**config.mk**
```make
export PLATFORM = sky130hd
export DESIGN_NAME = tsel_top
export DESIGN_NICKNAME = d
export VERILOG_FILES = /design/src/hdl/tsel_sync.v /design/src/hdl/tsel_cc_mon.v /design/src/hdl/tsel_top.v
export VERILOG_INCLUDE_DIRS = /design/src /design/src/hdl
export SDC_FILE = /design/constraint.sdc
export NUM_CORES = 1
export LEC_CHECK = 0
export BUFFER_PORTS_ARGS = -buffer_cell sky130_fd_sc_hd__buf_4
export CAP_MARGIN = 25
export CELL_PAD_IN_SITES_DETAIL_PLACEMENT = 1
export CELL_PAD_IN_SITES_GLOBAL_PLACEMENT = 2
export CORE_ASPECT_RATIO = 1.2
export CORE_MARGIN = 2
export CORE_UTILIZATION = 34
export CTS_BUF_LIST = sky130_fd_sc_hd__clkbuf_8 sky130_fd_sc_hd__clkbuf_16
export DETAILED_ROUTE_END_ITERATION = 8
export HOLD_SLACK_MARGIN = 0.08
export PLACE_DENSITY_LB_ADDON = 0.15
export SLEW_MARGIN = 20
export SYNTH_ARGS = -nofsm -noshare
export SYNTH_HDL_FRONTEND = slang
export SYNTH_HIERARCHICAL = 1
export SYNTH_SLANG_ARGS = --single-unit
```
**constraint.sdc**
```tcl
create_clock -name clk -period 2.6 [get_ports clk]
set_input_delay 0.39 -clock clk [delete_from_list [all_inputs] [get_ports clk]]
set_output_delay 0.39 -clock clk [all_outputs]
set_load 0.01 [all_outputs]
```
**src/hdl/tsel_defs.vh**
```
// Behaviour
// - Flag for inputs one to eight sets when its live validity bit toggles.
// - With soft alarms enabled, a toggle of the input soft alarm also sets it.
// - Writing 1 clears an input flag; only a new toggle sets it again.
// - Interrupt request is high while any set flag has its enable set.
// - Inputs nine to fourteen flag in bits 5..0 of flags B, same behaviour.
// - Bit 7 of flags B sets on primary PLL state change; write 1 clears.
// - Bit 6 of flags B sets on selected reference failure; write 1 clears.
// - Reference failure never sets in free-run or holdover.
// - Frequency high register shows frequency bits 18..16 in bits 2..0, rest zero.
// - Frame sync flag (C bit 7) sets only on rising alarm edge; write 1 clears.
// - C bit 6 sets when secondary PLL gains or loses lock; write 1 clears.
// - C bit 5 sets when phase limit is exceeded anew; write 1 clears.
// - C bit 4 sets on secondary no-input; clearing fails while it persists.
// - AMI violation: seven marks plus violation pattern broken in two consecutive periods.
// - With the 400 Hz tone detected, its missing violations are not errors.
// - Loss flag sets after 32 s without pulses; resets only on new loss.
// - AMI and loss flags act only while the format select is 0.
// - AMI flags in C bits 3 and 1, loss flags in bits 2 and 0.
// - Primary state code: 001,010,100,101,110,111; flag follows its changes.
`ifndef TSEL_DEFS_VH
`define TSEL_DEFS_VH

`define TSEL_ADDR_FLAGS_A 8'h05
`define TSEL_ADDR_FLAGS_B 8'h06
`define TSEL_ADDR_PLL_FREQUENCY_VALUE_HIGH 8'h07
`define TSEL_ADDR_FLAGS_C 8'h08
`define TSEL_ADDR_OP_STATE 8'h09

`define TSEL_RST_FLAGS_A 8'hFF
`define TSEL_RST_FLAGS_B 8'h3F
`define TSEL_RST_FLAGS_C 8'h50
`define TSEL_RDATA_IDLE 8'h00

`define TSEL_B_STATE 7
`define TSEL_B_SELECTED_REF_FAILED 6
`define TSEL_B_IN_MSB 5
`define TSEL_C_FRAME_SYNC_MONITOR_ALARM 7
`define TSEL_C_LOCK 6
`define TSEL_C_PHASE_MONITOR_ALARM 5
`define TSEL_C_NOIN 4
`define TSEL_C_BIPOLAR_VIOLATION_IN_TWO 3
`define TSEL_C_SIGNAL_LOSS_IN_TWO 2
`define TSEL_C_BIPOLAR_VIOLATION_IN_ONE 1
`define TSEL_C_SIGNAL_LOSS_IN_ONE 0

`define TSEL_OP_FRAME_SYNC_MONITOR_ALARM 7
`define TSEL_OP_LOCK 6
`define TSEL_OP_T0SOFT 5
`define TSEL_OP_T4SOFT 4
`define TSEL_OP_STATE_MSB 2

`define TSEL_PLL_FREQUENCY_VALUE_MSB 18
`define TSEL_PLL_FREQUENCY_VALUE_LSB 16

`define TSEL_ST_FREE_RUN 3'h1
`define TSEL_ST_HOLDOVER 3'h2
`define TSEL_ST_LOCKED 3'h4
`define TSEL_ST_PRELOCK2 3'h5
`define TSEL_ST_PRELOCK 3'h6
`define TSEL_ST_LOSS_LOCK 3'h7

`define TSEL_NUM_INPUTS 14
`define TSEL_NUM_LOW 8

`define TSEL_AMI_LAST_POS 3'h7
`define TSEL_AMI_BAD_RUN 2'h2
`define TSEL_LOS_TIME_S 32
`define TSEL_CLK_HZ 40000000

`endif

```
**src/hdl/tsel_sync.v**
```verilog
`timescale 1ns/100ps
`default_nettype none
module tsel_sync #(
  parameter WIDTH = 2
) (
  input wire clk, // System clock
  input wire [WIDTH-1:0] din, // Asynchronous levels
  output wire [WIDTH-1:0] dout // Synchronised levels
);
  reg [WIDTH-1:0] meta_r;
  reg [WIDTH-1:0] sync_r;

  // First stage feeds only the second
  always @(posedge clk) begin
    meta_r <= din;
    sync_r <= meta_r;
  end

  assign dout = sync_r;
endmodule // tsel_sync
`default_nettype wire

```
**src/hdl/tsel_cc_mon.v**
```verilog
`timescale 1ns/100ps
`default_nettype none
`include "tsel_defs.vh"
module tsel_cc_mon #(
  parameter [30:0] LOS_CYCLES = `TSEL_LOS_TIME_S * `TSEL_CLK_HZ
) (
  input wire clk, // System clock
  input wire rst, // Synchronous reset, high
  input wire pos_pin, // Positive mark pin
  input wire neg_pin, // Negative mark pin
  input wire tone_detect, // 400 Hz component present
  output reg ami_viol_r, // One-cycle AMI violation pulse
  output reg los_r // Live loss of signal level
);
  wire [1:0] pins_s;
  reg [1:0] pins_d_r;
  reg last_pol_r;
  reg [2:0] pos_cnt_r;
  reg bad_r;
  reg [1:0] bad_run_r;
  reg [30:0] idle_cnt_r;
  wire pos_mark;
  wire neg_mark;
  wire mark;
  wire bpv;
  wire at_end;
  wire err;
  wire period_bad;

  tsel_sync #(.WIDTH(2)) u_sync (
    .clk(clk),
    .din({pos_pin, neg_pin}),
    .dout(pins_s)
  );

  assign pos_mark = pins_s[1] & ~pins_d_r[1];
  assign neg_mark = pins_s[0] & ~pins_d_r[0];
  assign mark = pos_mark | neg_mark;
  assign bpv = mark & (pos_mark == last_pol_r);
  assign at_end = (pos_cnt_r == `TSEL_AMI_LAST_POS);
  // Missing violation forgiven while the tone is present
  assign err = mark & ((bpv & ~at_end) | (~bpv & at_end & ~tone_detect));
  assign period_bad = bad_r | err;

  always @(posedge clk) begin
    if (rst) begin
      pins_d_r <= 2'h0;
      last_pol_r <= 1'b0;
      pos_cnt_r <= 3'h0;
      bad_r <= 1'b0;
      bad_run_r <= 2'h0;
      ami_viol_r <= 1'b0;
    end else begin
      pins_d_r <= pins_s;
      ami_viol_r <= 1'b0;
      if (mark) begin
        last_pol_r <= pos_mark;
        // A violation always closes the period so the framing realigns
        if (at_end | bpv) begin
          pos_cnt_r <= 3'h0;
          bad_r <= 1'b0;
          if (period_bad) begin
            if (bad_run_r == `TSEL_AMI_BAD_RUN - 2'h1) begin
              ami_viol_r <= 1'b1;
              bad_run_r <= 2'h0;
            end else begin
              bad_run_r <= bad_run_r + 2'h1;
            end
          end else begin
            bad_run_r <= 2'h0;
          end
        end else begin
          pos_cnt_r <= pos_cnt_r + 3'h1;
          bad_r <= period_bad;
        end
      end
    end
  end

  always @(posedge clk) begin
    if (rst) begin
      idle_cnt_r <= 31'h0;
      los_r <= 1'b0;
    end else if (mark) begin
      idle_cnt_r <= 31'h0;
      los_r <= 1'b0;
    end else if (idle_cnt_r == LOS_CYCLES - 31'h1) begin
      los_r <= 1'b1;
    end else begin
      idle_cnt_r <= idle_cnt_r + 31'h1;
    end
  end
endmodule // tsel_cc_mon
`default_nettype wire

```
**src/hdl/tsel_top.v**
```verilog
`timescale 1ns/100ps
`default_nettype none
`include "tsel_defs.vh"
module tsel_top #(
  parameter [30:0] LOS_CYCLES = `TSEL_LOS_TIME_S * `TSEL_CLK_HZ
) (
  input wire clk, // System clock, 40 MHz
  input wire rst, // Synchronous reset, high
  input wire [7:0] host_addr, // Register address
  input wire host_wr, // Write strobe, one cycle
  input wire host_rd, // Read strobe, one cycle
  input wire [7:0] host_wdata, // Write data
  output reg [7:0] host_rdata_r, // Read data, valid cycle after host_rd
  input wire [7:0] input_valid_live_low, // Live validity, inputs 1..8
  input wire [5:0] input_valid_live_high, // Live validity, inputs 9..14
  input wire [13:0] input_soft_alarm, // Live soft frequency alarms
  input wire soft_alarm_enable, // Soft alarms count as changes
  input wire [2:0] primary_pll_state_code, // Live primary PLL state
  input wire selected_ref_failed, // Pulse: no edge on selected reference
  input wire frame_sync_monitor_alarm, // Live frame sync alarm
  input wire secondary_pll_locked, // Live secondary PLL lock
  input wire primary_soft_alarm, // Live primary PLL soft alarm
  input wire secondary_soft_alarm, // Live secondary PLL soft alarm
  input wire phase_monitor_alarm, // Level: phase limit exceeded
  input wire secondary_pll_no_input, // Level: no valid secondary input
  input wire [18:0] pll_frequency_value, // Current PLL frequency
  input wire cc_one_pos, // Composite clock input one, positive
  input wire cc_one_neg, // Composite clock input one, negative
  input wire cc_two_pos, // Composite clock input two, positive
  input wire cc_two_neg, // Composite clock input two, negative
  input wire cc_one_tone, // 400 Hz tone detected on input one
  input wire cc_two_tone, // 400 Hz tone detected on input two
  input wire input_one_format_select, // 0: input one is composite clock
  input wire input_two_format_select, // 0: input two is composite clock
  input wire [7:0] irq_enable_a, // Enables for flags A
  input wire [7:0] irq_enable_b, // Enables for flags B
  input wire [7:0] irq_enable_c, // Enables for flags C
  output reg interrupt_request_pin // Interrupt request, high
);
  reg [7:0] flags_a_r;
  reg [7:0] flags_b_r;
  reg [7:0] flags_c_r;
  reg [7:0] flags_a_nxt;
  reg [7:0] flags_b_nxt;
  reg [7:0] flags_c_nxt;
  reg primed_r;
  reg [13:0] valid_d_r;
  reg [13:0] soft_d_r;
  reg [2:0] state_d_r;
  reg frame_sync_monitor_alarm_d_r;
  reg lock_d_r;
  reg phase_monitor_alarm_d_r;
  reg [1:0] los_d_r;
  reg [7:0] rdata_nxt;

  wire [13:0] valid_live;
  wire [13:0] input_change;
  wire wr_a;
  wire wr_b;
  wire wr_c;
  wire state_change;
  wire ref_fail_set;
  wire frame_sync_monitor_alarm_set;
  wire lock_set;
  wire phase_monitor_alarm_set;
  wire [1:0] ami_pulse;
  wire [1:0] los_live;
  wire [1:0] cc_enabled;
  wire [1:0] ami_set;
  wire [1:0] los_set;
  wire [7:0] op_state_view;
  wire [7:0] pll_frequency_value_high_view;
  wire irq_nxt;

  assign valid_live = {input_valid_live_high, input_valid_live_low};

  // Edge detectors are blind on the first cycle after reset so the
  // reset-time sampling of live levels cannot raise spurious flags.
  always @(posedge clk) begin
    valid_d_r <= valid_live;
    soft_d_r <= input_soft_alarm;
    state_d_r <= primary_pll_state_code;
    frame_sync_monitor_alarm_d_r <= frame_sync_monitor_alarm;
    lock_d_r <= secondary_pll_locked;
    phase_monitor_alarm_d_r <= phase_monitor_alarm;
    los_d_r <= los_live;
    if (rst) begin
      primed_r <= 1'b0;
    end else begin
      primed_r <= 1'b1;
    end
  end

  genvar gi;
  generate
    for (gi = 0; gi < `TSEL_NUM_INPUTS; gi = gi + 1) begin : g_in
      assign input_change[gi] = primed_r & ((valid_live[gi] ^ valid_d_r[gi]) |
        (soft_alarm_enable & (input_soft_alarm[gi] ^ soft_d_r[gi])));
    end
  endgenerate

  assign state_change = primed_r & (primary_pll_state_code != state_d_r);
  assign ref_fail_set = selected_ref_failed &
    (primary_pll_state_code != `TSEL_ST_FREE_RUN) & (primary_pll_state_code != `TSEL_ST_HOLDOVER);
  assign frame_sync_monitor_alarm_set = primed_r & frame_sync_monitor_alarm & ~frame_sync_monitor_alarm_d_r;
  assign lock_set = primed_r & (secondary_pll_locked ^ lock_d_r);
  assign phase_monitor_alarm_set = primed_r & phase_monitor_alarm & ~phase_monitor_alarm_d_r;

  tsel_cc_mon #(.LOS_CYCLES(LOS_CYCLES)) u_cc_one (
    .clk(clk),
    .rst(rst),
    .pos_pin(cc_one_pos),
    .neg_pin(cc_one_neg),
    .tone_detect(cc_one_tone),
    .ami_viol_r(ami_pulse[0]),
    .los_r(los_live[0])
  );

  tsel_cc_mon #(.LOS_CYCLES(LOS_CYCLES)) u_cc_two (
    .clk(clk),
    .rst(rst),
    .pos_pin(cc_two_pos),
    .neg_pin(cc_two_neg),
    .tone_detect(cc_two_tone),
    .ami_viol_r(ami_pulse[1]),
    .los_r(los_live[1])
  );

  assign cc_enabled = {~input_two_format_select, ~input_one_format_select};
  assign ami_set = ami_pulse & cc_enabled;
  // Loss flags only on a fresh valid-to-loss transition
  assign los_set = los_live & ~los_d_r & cc_enabled;

  assign wr_a = host_wr & (host_addr == `TSEL_ADDR_FLAGS_A);
  assign wr_b = host_wr & (host_addr == `TSEL_ADDR_FLAGS_B);
  assign wr_c = host_wr & (host_addr == `TSEL_ADDR_FLAGS_C);

  // Clear first, then set, so an event in the clearing cycle is kept.
  // Writes of 0 clear nothing.
  always @* begin
    flags_a_nxt = flags_a_r & ~({8{wr_a}} & host_wdata);
    flags_a_nxt = flags_a_nxt | input_change[`TSEL_NUM_LOW-1:0];

    flags_b_nxt = flags_b_r & ~({8{wr_b}} & host_wdata);
    flags_b_nxt[`TSEL_B_IN_MSB:0] = flags_b_nxt[`TSEL_B_IN_MSB:0] |
      input_change[`TSEL_NUM_INPUTS-1:`TSEL_NUM_LOW];
    flags_b_nxt[`TSEL_B_STATE] = flags_b_nxt[`TSEL_B_STATE] | state_change;
    flags_b_nxt[`TSEL_B_SELECTED_REF_FAILED] = flags_b_nxt[`TSEL_B_SELECTED_REF_FAILED] | ref_fail_set;

    flags_c_nxt = flags_c_r & ~({8{wr_c}} & host_wdata);
    flags_c_nxt[`TSEL_C_FRAME_SYNC_MONITOR_ALARM] = flags_c_nxt[`TSEL_C_FRAME_SYNC_MONITOR_ALARM] | frame_sync_monitor_alarm_set;
    flags_c_nxt[`TSEL_C_LOCK] = flags_c_nxt[`TSEL_C_LOCK] | lock_set;
    flags_c_nxt[`TSEL_C_PHASE_MONITOR_ALARM] = flags_c_nxt[`TSEL_C_PHASE_MONITOR_ALARM] | phase_monitor_alarm_set;
    // Level set: a clear cannot stick while the condition holds
    flags_c_nxt[`TSEL_C_NOIN] = flags_c_nxt[`TSEL_C_NOIN] | secondary_pll_no_input;
    flags_c_nxt[`TSEL_C_BIPOLAR_VIOLATION_IN_TWO] = flags_c_nxt[`TSEL_C_BIPOLAR_VIOLATION_IN_TWO] | ami_set[1];
    flags_c_nxt[`TSEL_C_SIGNAL_LOSS_IN_TWO] = flags_c_nxt[`TSEL_C_SIGNAL_LOSS_IN_TWO] | los_set[1];
    flags_c_nxt[`TSEL_C_BIPOLAR_VIOLATION_IN_ONE] = flags_c_nxt[`TSEL_C_BIPOLAR_VIOLATION_IN_ONE] | ami_set[0];
    flags_c_nxt[`TSEL_C_SIGNAL_LOSS_IN_ONE] = flags_c_nxt[`TSEL_C_SIGNAL_LOSS_IN_ONE] | los_set[0];
  end

  always @(posedge clk) begin
    if (rst) begin
      flags_a_r <= `TSEL_RST_FLAGS_A;
      flags_b_r <= `TSEL_RST_FLAGS_B;
      flags_c_r <= `TSEL_RST_FLAGS_C;
    end else begin
      flags_a_r <= flags_a_nxt;
      flags_b_r <= flags_b_nxt;
      flags_c_r <= flags_c_nxt;
    end
  end

  // Registered request: follows the flags and enables one cycle later
  assign irq_nxt = |({flags_c_r, flags_b_r, flags_a_r} & {irq_enable_c, irq_enable_b, irq_enable_a});

  always @(posedge clk) begin
    if (rst) begin
      interrupt_request_pin <= 1'b0;
    end else begin
      interrupt_request_pin <= irq_nxt;
    end
  end

  assign op_state_view = {frame_sync_monitor_alarm, secondary_pll_locked, primary_soft_alarm,
    secondary_soft_alarm, 1'b0, primary_pll_state_code};
  assign pll_frequency_value_high_view = {5'h00, pll_frequency_value[`TSEL_PLL_FREQUENCY_VALUE_MSB:`TSEL_PLL_FREQUENCY_VALUE_LSB]};

  // Read-only registers have no write path at all
  always @* begin
    case (host_addr)
      `TSEL_ADDR_FLAGS_A: rdata_nxt = flags_a_r;
      `TSEL_ADDR_FLAGS_B: rdata_nxt = flags_b_r;
      `TSEL_ADDR_PLL_FREQUENCY_VALUE_HIGH: rdata_nxt = pll_frequency_value_high_view;
      `TSEL_ADDR_FLAGS_C: rdata_nxt = flags_c_r;
      `TSEL_ADDR_OP_STATE: rdata_nxt = op_state_view;
      default: rdata_nxt = `TSEL_RDATA_IDLE;
    endcase
  end

  always @(posedge clk) begin
    if (rst) begin
      host_rdata_r <= `TSEL_RDATA_IDLE;
    end else if (host_rd) begin
      host_rdata_r <= rdata_nxt;
    end
  end
endmodule // tsel_top
`default_nettype wire

```
==> run summary, run 1 <==
Clock Latency Late Sink -> 430 ps
Startpoint Class -> flip-flop
Max-Slew Margin vs Limit -> 48.0%
Clock-pin slew on the worst setup and hold paths -> 70 ps
CTS tree -> built
Via density -> 5.30
CTS max path bufs -> 2
Data arrival, critical path -> 2470 ps
RSZ-0062 raised after global routing -> false
MaxCap Viol Count -> 0
Die area -> 21900 um^2
CP Max Fanout -> 17
Grt total ovfl -> 0
Buf/Inv on CP -> 1
Cell variety after synth -> 59
Fin crit period -> 2160 ps
Worst Skew -> 11.5 ps
Die Wd -> 135 um
Worst path top cell family by delay -> simple AND/OR/NAND/NOR gates
Vias -> 6288
WP data required -> 2910 ps
Vias in the first global route -> 6564
Pleak -> 3.46 nW
Clock sink total -> 162
Gr usage total -> 19.2%
CORE AREA -> 20300 um^2
CTS buffer count -> 17
Fin. max-slew vios -> 0
Fillers -> 2399
Sum of negative setup slack -> 0 ps
Starting DRT DRC Count -> 305
DRC viols -> 0
HP Class -> in2reg
Initial antenna violation count -> 0
Post-Route WL -> 20.7 mm
Row Count -> 57
Fmax -> 0.462 GHz
Initial Util -> 34.7%
Period utilization -> 83.3%
Worst setup path class -> reg2reg
Final net count -> 1024
EDFF count, synth -> 0
Die height -> 162 um
Sequential element share of the synthesized area -> 46.0%
Area Growth Syn to Fin -> 28.5%
CTS resizes -> 0
Gate count after technology mapping -> 774
# H-tree levels -> 4
Peak VDD IR -> 0.000476 V
Syn Nets -> 890
Clock root cell -> clkbuf_16
Status -> finished, final reports clean
Multi-input logic area -> 3610 um^2
Routed Antenna Nets -> 0
Crit end category -> flip-flop
Ys Warns -> 6
Gp weighted congestion -> 0.924
Fraction of layout cells with a size suffix above 1 -> 17.7%
Share of flip-flops with an asynchronous set or reset -> 0%
Largest net degree at the start of global routing -> 33
Critical Path, Cell by Cell -> ha_1, nand3_1, nor4_1, and3_1, buf_4, mux2i_1, nor2_1
Yosys reg bits -> 162
Fin. Hold Viols -> 0
IO Count -> 119
First-pass GRT wire length -> 33.3 mm
DP HPWL -> 15.2 mm
Post-Syn Area -> 7050 um^2
Hold Slack -> 107 ps
Slowest cell on crit path -> nor4_1
Final core occ -> 44.6%
TritonRoute pass-1 iters -> 4
IO buf count -> 102
Mapped Avg Cell Area -> 9.11 um^2
Final Setup Violations -> 0
Antenna cell count -> 0
Max stage delay on crit path -> 470 ps
Worst-Margin Slew -> 773 ps
Top_reg_cell synth -> dfxtp_1
DR WL/cell -> 17.4 um
Power per standard cell area -> 638 nW/um^2
Register area -> 3240 um^2
==> sequential cells by signal, indices dropped and copies added, names as in the netlist, 2 cells and up <==
signal	cells
u_cc_two/pins_d_r	2
host_rdata_r	8
los_d_r	2
u_cc_one/u_sync/meta_r	2
u_cc_two/u_sync/dout	2
flags_b_r	8
u_cc_one/pins_d_r	2
u_cc_one/bad_run_r	2
u_cc_two/u_sync/meta_r	2
soft_d_r	14
u_cc_one/idle_cnt_r	31
state_d_r	3
flags_a_r	8
u_cc_two/idle_cnt_r	31
u_cc_two/pos_cnt_r	3
valid_d_r	14
flags_c_r	8
u_cc_two/bad_run_r	2
u_cc_one/pos_cnt_r	3
u_cc_one/u_sync/dout	2
==> cell usage in the layout (no fill, tap or decap), drive strengths merged, types with 16 or more instances in the layout <==
master       netlist  layout
nor2              73      73
buf               11     118
dfxtp            162     162
o21ai             19      19
dlygate4sd3        0      33
xnor2             35      35
and3              21      21
a22oi             20      20
nand2             82      82
nand4             26      26
or3               22      22
a21oi             34      34
nor2b             16      16
xor2              32      32
nand3             27      27
clkbuf            25      17
==> path summary, 6_finish.rpt <==
path | start | end | slack [ps] | depth (start not counted)
min | secondary_pll_locked | lock_d_r | 110 | 1
max | u_cc_one/idle_cnt_r[0] | u_cc_one/idle_cnt_r[1] | 440 | 7
max reg2reg | u_cc_one/idle_cnt_r[0] | u_cc_one/idle_cnt_r[1] | 440 | 7
min reg2reg | u_cc_two/u_sync/meta_r[0] | u_cc_two/u_sync/dout[0] | 330 | 0
==> cells by family after synthesis <==
kind of cell    count (synthesis)  synth area share [%]
simple gates                  348                  26.5
flops                         162                  46.0
compound gates                142                  14.1
xor+xnor                       67                  8.32
buf+inv                        41                  2.86
mux                             8                  1.17
fa+ha+maj                       6                  1.06
==> where the power goes <==
group | internal (mW) | switching, mW
registers | 2.54 | 0.0423
clock network | 1.64 | 1.11
logic | 0.238 | 0.209
==> cell usage after synthesis (all sizes together), types with 11 or more instances <==
cell type,number,share of area [%]
dfxtp,162,46
nand2,82,4.4
nor2,73,3.9
xnor2,35,4.3
a21oi,34,2.4
xor2,32,4.0
nand3,27,1.9
nand4,26,2.3
clkbuf,25,1.3
or3,22,2.0
and3,21,1.9
a22oi,20,2.1
o21ai,19,1.3
nor2b,16,1.4
a221o,15,2.1
nor3,15,1.2
nor4,13,1.4
a22o,11,1.4
buf,11,1.3
==> metal layers <==
layer  vias to the layer above  GRT usage [%]  wire, um
met2                       128           34.6     10300
met4                         0           5.49       282
met1                      3066           23.0      9190
li1                       3074              -         -
met5                         -              0         0
met3                        20           3.90       882
==> timing repair <==
item,in CTS,in global routing
setup endpoints to repair,0,0
buffers inserted,0,0
endpoints found under the hold margin,33,0
hold buffers,33,0
==> area by class of cell <==
type,instances,share of cell area (%)
clock inverter,15,2.40
sequential,162,35.8
multi-input combinational,571,39.8
clock buffer,17,4.70
inverter,5,0.207
timing repair buffer,151,13.4
tap,265,3.66
==> through the flow <==
stage / power (mW) / instance area (um^2) / worst slack, ps / cells
5_1_grt: 6.02 / 9060 / 234 / 1186
6_report: 5.78 / 9060 / 435 / 1186
4_1_cts: 5.86 / 9060 / 434 / 1186
3_3_place_gp: 3.03 / 8090 / 515 / 1121
3_5_place_dp: 3.05 / 8090 / 455 / 1121
2_1_floorplan: 2.83 / 7050 / 768 / 774
No activity file was read; power rests on OpenSTA's default activity.
==> run 2, diff against run 1 <==
==> constraint.sdc (replaced) <==
create_clock -name clk -period 2.2 [get_ports clk]
set_input_delay 0.33 -clock clk [delete_from_list [all_inputs] [get_ports clk]]
set_output_delay 0.33 -clock clk [all_outputs]
set_load 0.01 [all_outputs]
==> run 2 against run 1 <==
Compared with the run above:
- hold slack about the same
- sequential share of layout area down 0.66 points
- clock power up 15%
- clock skew down 3.1 ps
- critical endpoint unchanged
- largest cell class unchanged
- largest power group unchanged
==> run summary, run 2 (synthesis results as in run 1) <==
Status -> finished, final reports clean
CTS tree -> built
Die Wd -> 135 um (unchanged)
Switching share of power -> 23.7% (+0.16 points)
Largest net degree at the start of global routing -> 32 (-3.0%)
DP HPWL -> 15.6 mm (+2.0%)
HP Class -> in2reg
Clock root cell -> clkbuf_16
Clock sink total -> 162 (unchanged)
Gp weighted congestion -> 0.922 (-0.17%)
Biggest regs -> u_cc_one/idle_cnt_r x31, u_cc_two/idle_cnt_r x31
Fin crit period -> 2110 ps (-52.4 ps)
DRC viols -> 0 (unchanged)
First-pass GRT wire length -> 34.1 mm (+2.3%)
CTS max path bufs -> 2 (unchanged)
Clock Power Share -> 46.7% (-0.9 points)
Commonest non-fill, non-tap cell in the layout -> dfxtp_1
Final core occ -> 45.4% (+0.84 points)
Pleak -> 3.54 nW (+2.4%)
Post-Route WL -> 21.0 mm (+1.5%)
Final Setup Violations -> 0 (unchanged)
MaxCap Viol Count -> 0 (unchanged)
Area Growth Syn to Fin -> 30.9%
Sequential power share -> 45.2% (+0.5 points)
Row Count -> 57 (unchanged)
Fin. Hold Viols -> 0 (unchanged)
Fin. max-slew vios -> 0 (unchanged)
Die area -> 21900 um^2 (unchanged)
CTS buffer count -> 17 (unchanged)
# H-tree levels -> 4 (unchanged)
Reg2reg setup slack -> 90 ps (-350 ps)
Critical Path, Cell by Cell -> or4b_1, nor4_1, and3_1, buf_12, mux2i_1, nor2_1
Fraction of layout cells with a size suffix above 1 -> 18.8% (+1.1 points)
Starting DRT DRC Count -> 329 (+7.9%)
Power per standard cell area -> 732 nW/um^2 (+15%)
IO buf count -> 102 (unchanged)
Reg2reg start -> u_cc_one/idle_cnt_r[28]
TritonRoute pass-1 iters -> 5 (+1)
Combinational share of power -> 8.1% (+0.4 points)
Slowest cell on crit path -> or4b_1
Worst Skew -> 8.46 ps (-3.05 ps)
Period utilization -> 96.0% (+13 points)
Commonest cells after routing, fill and taps aside -> 162 x dfxtp_1, 130 x buf_4, 82 x nand2_1
Die height -> 162 um (unchanged)
Max stage delay on crit path -> 540 ps (+70 ps)
Clock Latency Late Sink -> 430 ps (about the same)
Data arrival, critical path -> 2400 ps (-70 ps)
Routed Antenna Nets -> 0 (unchanged)
Clock-pin slew on the worst setup and hold paths -> 70 ps (about the same)
Sum of negative setup slack -> 0 ps (unchanged)
Hold Startpoint -> secondary_pll_no_input
WP data required -> 2490 ps (-420 ps)
Gr busiest metal -> met2
Gr usage total -> 19.7% (+0.51 points)
Initial Util -> 34.7% (unchanged)
RSZ-0062 raised after global routing -> false
Grt total ovfl -> 0 (unchanged)
WHS Path Cells -> 2 (+1)
Max-Slew Margin vs Limit -> 49.1% (+1.1 points)
Pint -> 5.16 mW (+17%)
P_sw -> 1.60 mW (+18%)
GRT met3 Usage -> 4.24% (+0.34 points)
Via density -> 5.25 (-1.0%)
Final net count -> 1043 (+1.9%)
DR WL/cell -> 17.4 um (about the same)
Worst path top cell family by delay -> simple AND/OR/NAND/NOR gates
Initial antenna violation count -> 0 (unchanged)
CORE AREA -> 20300 um^2 (unchanged)
Vias -> 6322 (+0.54%)
Crit end category -> flip-flop
Worst setup path class -> reg2reg
Startpoint Class -> flip-flop
Vias in the first global route -> 6754 (+2.9%)
Worst-Margin Slew -> 762 ps (-11.2 ps)
CP Max Fanout -> 17 (unchanged)
Post-CTS Setup Inserts -> 0 (unchanged)
Reg2reg end -> u_cc_one/idle_cnt_r[1]
Peak VDD IR -> 0.000507 V (+6.5%)
Met2 Use GR -> 34.3% (-0.35 points)
Buf/Inv on CP -> 1 (unchanged)
Fmax -> 0.473 GHz (+2.5%)
Hold Crit Endpoint -> flags_c_r[4]
Antenna cell count -> 0 (unchanged)
M1 GR Usage -> 23.4% (+0.44 points)
IO Count -> 119 (unchanged)
Worst-case reg-to-reg path depth -> 6 (-1)
## run 2: changes by cell type in the layout (fill, tap and decap cells not counted)
cell	change
clkinv_2	-1
nor4_1	-1
or3_2	-1
dlygate4sd3_1	+5
buf_4	+12
clkinvlp_4	+1
buf_12	+2
nor4_2	+1
inv_6	-2
bufinv_16	-1
clkbuf_8	+1
clkinv_4	+2
or3_1	+1
## run 2: layout make-up
cell class | count | area (um^2)
inverter | 5 | 18.8
timing repair buffer | 170 | 1400
sequential | 162 | 3240
fill | 2390 | 11100
clock inverter | 14 | 190
tap | 265 | 332
clock buffer | 18 | 439
multi-input combinational | 571 | 3610
## run 2: stage by stage
step           power (mW)  instance area [um^2]  worst slack [ps]  hold slack, ps  instances
6_report             6.76                  9230              87.4             107       1205
5_1_grt              7.03                  9230              10.7            89.6       1205
4_1_cts              6.84                  9230              74.1            81.9       1205
3_5_place_dp         3.62                  8220               167             315       1135
3_3_place_gp         3.60                  8220               182             311       1135
2_1_floorplan        3.34                  7050               368             310        774
## run 2: power by group through the flow
stage	Sequential [mW]	Clock, mW	Combinational [mW]
after global routing	3.06	3.36	0.603
after floorplan	3.10	0	0.243
after global placement	3.12	0	0.480
final	3.05	3.15	0.548
after CTS	3.06	3.23	0.553
after detailed placement	3.12	0	0.495
## run 2: how the worst max path moves through the flow
stage,start,to,slack (ps),cells past startpoint
2_1_floorplan,u_cc_one/idle_cnt_r[28],u_cc_one/idle_cnt_r[1],370,7
5_1_grt,u_cc_one/idle_cnt_r[28],u_cc_one/idle_cnt_r[1],10,6
3_5_place_dp,u_cc_one/idle_cnt_r[28],u_cc_one/idle_cnt_r[1],170,6
6_report,u_cc_one/idle_cnt_r[28],u_cc_one/idle_cnt_r[1],90,6
4_1_cts,u_cc_one/idle_cnt_r[28],u_cc_one/idle_cnt_r[1],70,6
3_3_place_gp,u_cc_one/idle_cnt_r[28],u_cc_one/idle_cnt_r[1],180,6
## run 2: worst register-to-register path, delay by kind of cell (launching register included)
family	cells	cell delay (ps)
simple gates	4	1270
flops	1	350
mux	1	190
buf+inv	1	170
## run 2: repair_timing
item / 4_1_cts / 5_1_grt
hold endpoints to repair: 38 / 0
setup endpoints to repair: 0 / 2
hold buffers: 38 / 0
resized for setup: 0 / 1
## run 2: metal layers
layer,up-vias,share of wire (%)
li1,3124,-
met1,3018,42
met2,141,49
met3,39,5.3
met4,0,3.1
met5,-,0
==> run 3, diff against run 2 <==
--- a/config.mk
+++ b/config.mk
@@ -7,13 +7,12 @@
 export NUM_CORES = 1
 export LEC_CHECK = 0
 export BUFFER_PORTS_ARGS = -buffer_cell sky130_fd_sc_hd__buf_4
-export CAP_MARGIN = 25
 export CELL_PAD_IN_SITES_DETAIL_PLACEMENT = 1
 export CELL_PAD_IN_SITES_GLOBAL_PLACEMENT = 2
 export CORE_ASPECT_RATIO = 1.2
 export CORE_MARGIN = 2
-export CORE_UTILIZATION = 34
-export CTS_BUF_LIST = sky130_fd_sc_hd__clkbuf_8 sky130_fd_sc_hd__clkbuf_16
+export CORE_UTILIZATION = 35
+export CTS_BUF_LIST = sky130_fd_sc_hd__clkbuf_8
 export DETAILED_ROUTE_END_ITERATION = 8
 export HOLD_SLACK_MARGIN = 0.08
 export PLACE_DENSITY_LB_ADDON = 0.15
==> run 3 against run 2 <==
Compared with the run above:
- design area fell by 2.5%
- sequential power hardly changed
- critical path depth rose by 1
- flip-flop and latch count is the same
- cell count decreased by 0.83%
- combinational power hardly changed
- largest power group is now sequential cells
- highest routed layer unchanged
==> run summary, run 3 (synthesis results as in run 1) <==
Fmax -> 0.498 GHz (+5.2%)
Reg2reg start -> u_cc_two/idle_cnt_r[0]
MaxCap Viol Count -> 0 (unchanged)
Reg2reg end -> u_cc_two/idle_cnt_r[1]
Hold Slack -> 172 ps (+65.3 ps)
Starting DRT DRC Count -> 305 (-7.3%)
Status -> finished, final reports clean
DRC viols -> 0 (unchanged)
Row Count -> 56 (-1.8%)
WHS Path Cells -> 2 (unchanged)
Clock sink total -> 162 (unchanged)
Hold Startpoint -> host_rd
Fin. Hold Viols -> 0 (unchanged)
Period utilization -> 91.3% (-4.7 points)
Max-Slew Margin vs Limit -> 50.5% (+1.4 points)
CTS max path bufs -> 2 (unchanged)
Gr usage total -> 19.7% (about the same)
Die area -> 21300 um^2 (-2.8%)
CTS resizes -> 0 (unchanged)
Startpoint Class -> flip-flop
Data arrival, critical path -> 2340 ps (-60 ps)
DP HPWL -> 15.3 mm (-1.6%)
Vias -> 6310 (-0.19%)
IO buf count -> 102 (unchanged)
CORE AREA -> 19700 um^2 (-3.1%)
Reg2reg setup slack -> 190 ps (+100 ps)
Antenna cell count -> 0 (unchanged)
Die height -> 159 um (-1.4%)
Clock-pin slew on the worst setup and hold paths -> 90 ps (+20 ps)
Peak VDD IR -> 0.000373 V (-26%)
# H-tree levels -> 4 (unchanged)
Critical Path, Cell by Cell -> ha_1, nand3_1, nor4_1, and3_1, buf_12, mux2i_1, nor2_1
Fillers -> 2293 (-4.1%)
Commonest cells after routing, fill and taps aside -> 162 x dfxtp_1, 122 x buf_4, 82 x nand2_1
Gp weighted congestion -> 0.904 (-2.0%)
Vias in the first global route -> 6655 (-1.5%)
Final net count -> 1037 (-0.58%)
Worst-Margin Slew -> 742 ps (-20.5 ps)
Worst path top cell family by delay -> simple AND/OR/NAND/NOR gates
Buf/Inv on CP -> 1 (unchanged)
Fraction of layout cells with a size suffix above 1 -> 18.2% (-0.63 points)
Sum of negative setup slack -> 0 ps (unchanged)
Largest net degree at the start of global routing -> 32 (unchanged)
Worst Skew -> 13.6 ps (+5.10 ps)
Clock root cell -> clkbuf_8
IO Count -> 119 (unchanged)
Fin crit period -> 2010 ps (-104 ps)
First-pass GRT wire length -> 33.8 mm (-0.77%)
Final Setup Violations -> 0 (unchanged)
Area Growth Syn to Fin -> 27.6%
Commonest non-fill, non-tap cell in the layout -> dfxtp_1
TritonRoute pass-1 iters -> 4 (-1)
HP Class -> in2reg
CP Max Fanout -> 18 (+1)
CTS buffer count -> 17 (unchanged)
Worst-case reg-to-reg path depth -> 7 (+1)
Biggest regs -> u_cc_one/idle_cnt_r x31, u_cc_two/idle_cnt_r x31
WP data required -> 2530 ps (+40 ps)
Power per standard cell area -> 664 nW/um^2 (-9.3%)
Max stage delay on crit path -> 430 ps (-110 ps)
Initial antenna violation count -> 0 (unchanged)
Via density -> 5.28 (+0.65%)
Slowest cell on crit path -> nor4_1
Worst setup path class -> reg2reg
Grt total ovfl -> 0 (unchanged)
Crit end category -> flip-flop
DR WL/cell -> 17.2 um (-1.0%)
Hold Crit Endpoint -> host_rdata_r[3]
RSZ-0062 raised after global routing -> false
Die Wd -> 134 um (-1.4%)
Initial Util -> 35.8% (+1.1 points)
Fin. max-slew vios -> 0 (unchanged)
Routed Antenna Nets -> 0 (unchanged)
Pleak -> 3.42 nW (-3.4%)
CTS tree -> built
Post-Route WL -> 20.6 mm (-1.9%)
Clock Latency Late Sink -> 450 ps (+20 ps)
## run 3: cell types whose count changed in the layout (fill, tap and decap cells not counted), sizes merged
| cell | previous run | this run |
|---|---|---|
| clkbuf | 18 | 17 |
| dlygate4sd3 | 38 | 39 |
| buf | 132 | 125 |
| clkinvlp | 1 | 3 |
| inv | 12 | 11 |
## run 3: cell type report
cell class | count | area (um^2) | share of cell area [%]
Clock buffer | 17 | 234 | 2.60
Clock inverter | 15 | 199 | 2.21
Inverter | 5 | 18.8 | 0.209
Multi-Input combinational cell | 571 | 3610 | 40.1
Sequential cell | 162 | 3240 | 36.0
Tap cell | 261 | 327 | 3.63
Timing Repair Buffer | 164 | 1370 | 15.2
## run 3: power breakdown
part | internal (mW) | leakage, nW | switching [mW]
Sequential | 3.00 | 1.33 | 0.0499
Clock | 1.16 | 0.209 | 1.21
Combinational | 0.296 | 1.89 | 0.250
Total | 4.46 | 3.42 | 1.51
## run 3: worst max-delay path by stage
| stage | startpoint | end | slack, ps | cells past startpoint |
|---|---|---|---|---|
| CTS | u_cc_one/idle_cnt_r[28] | u_cc_one/idle_cnt_r[1] | 170 | 6 |
| global route | u_cc_two/idle_cnt_r[0] | u_cc_two/idle_cnt_r[1] | 10 | 7 |
| finish | u_cc_two/idle_cnt_r[0] | u_cc_two/idle_cnt_r[1] | 190 | 7 |
| floorplan | u_cc_one/idle_cnt_r[28] | u_cc_one/idle_cnt_r[1] | 370 | 7 |
| detailed placement | host_addr[5] | flags_a_r[4] | 180 | 5 |
| global placement | host_addr[5] | flags_a_r[2] | 200 | 5 |
## run 3: repair_timing
action                                 CTS  global route
hold buffers                            39             0
buffers inserted                         0             0
endpoints found under the hold margin   39             0
## run 3: metal layers
metal,track usage (%),part of all wire [%],vias to the layer above
met4,6.62,2.0,0
met1,23.8,43,3054
met2,34.7,51,127
met5,0,0,-
met3,4.01,4.1,28
li1,-,-,3101
## run 3: through the flow
step	setup slack [ps]	instances	cell area [um^2]	power, mW	util, %
final	191	1195	9000	5.97	45.7
after global routing	12.0	1195	9000	6.27	45.7
after CTS	169	1195	9000	6.06	45.7
after detailed placement	183	1124	8180	3.61	41.5
after global placement	195	1124	8180	3.59	41.5
after floorplan	368	774	7050	3.34	-
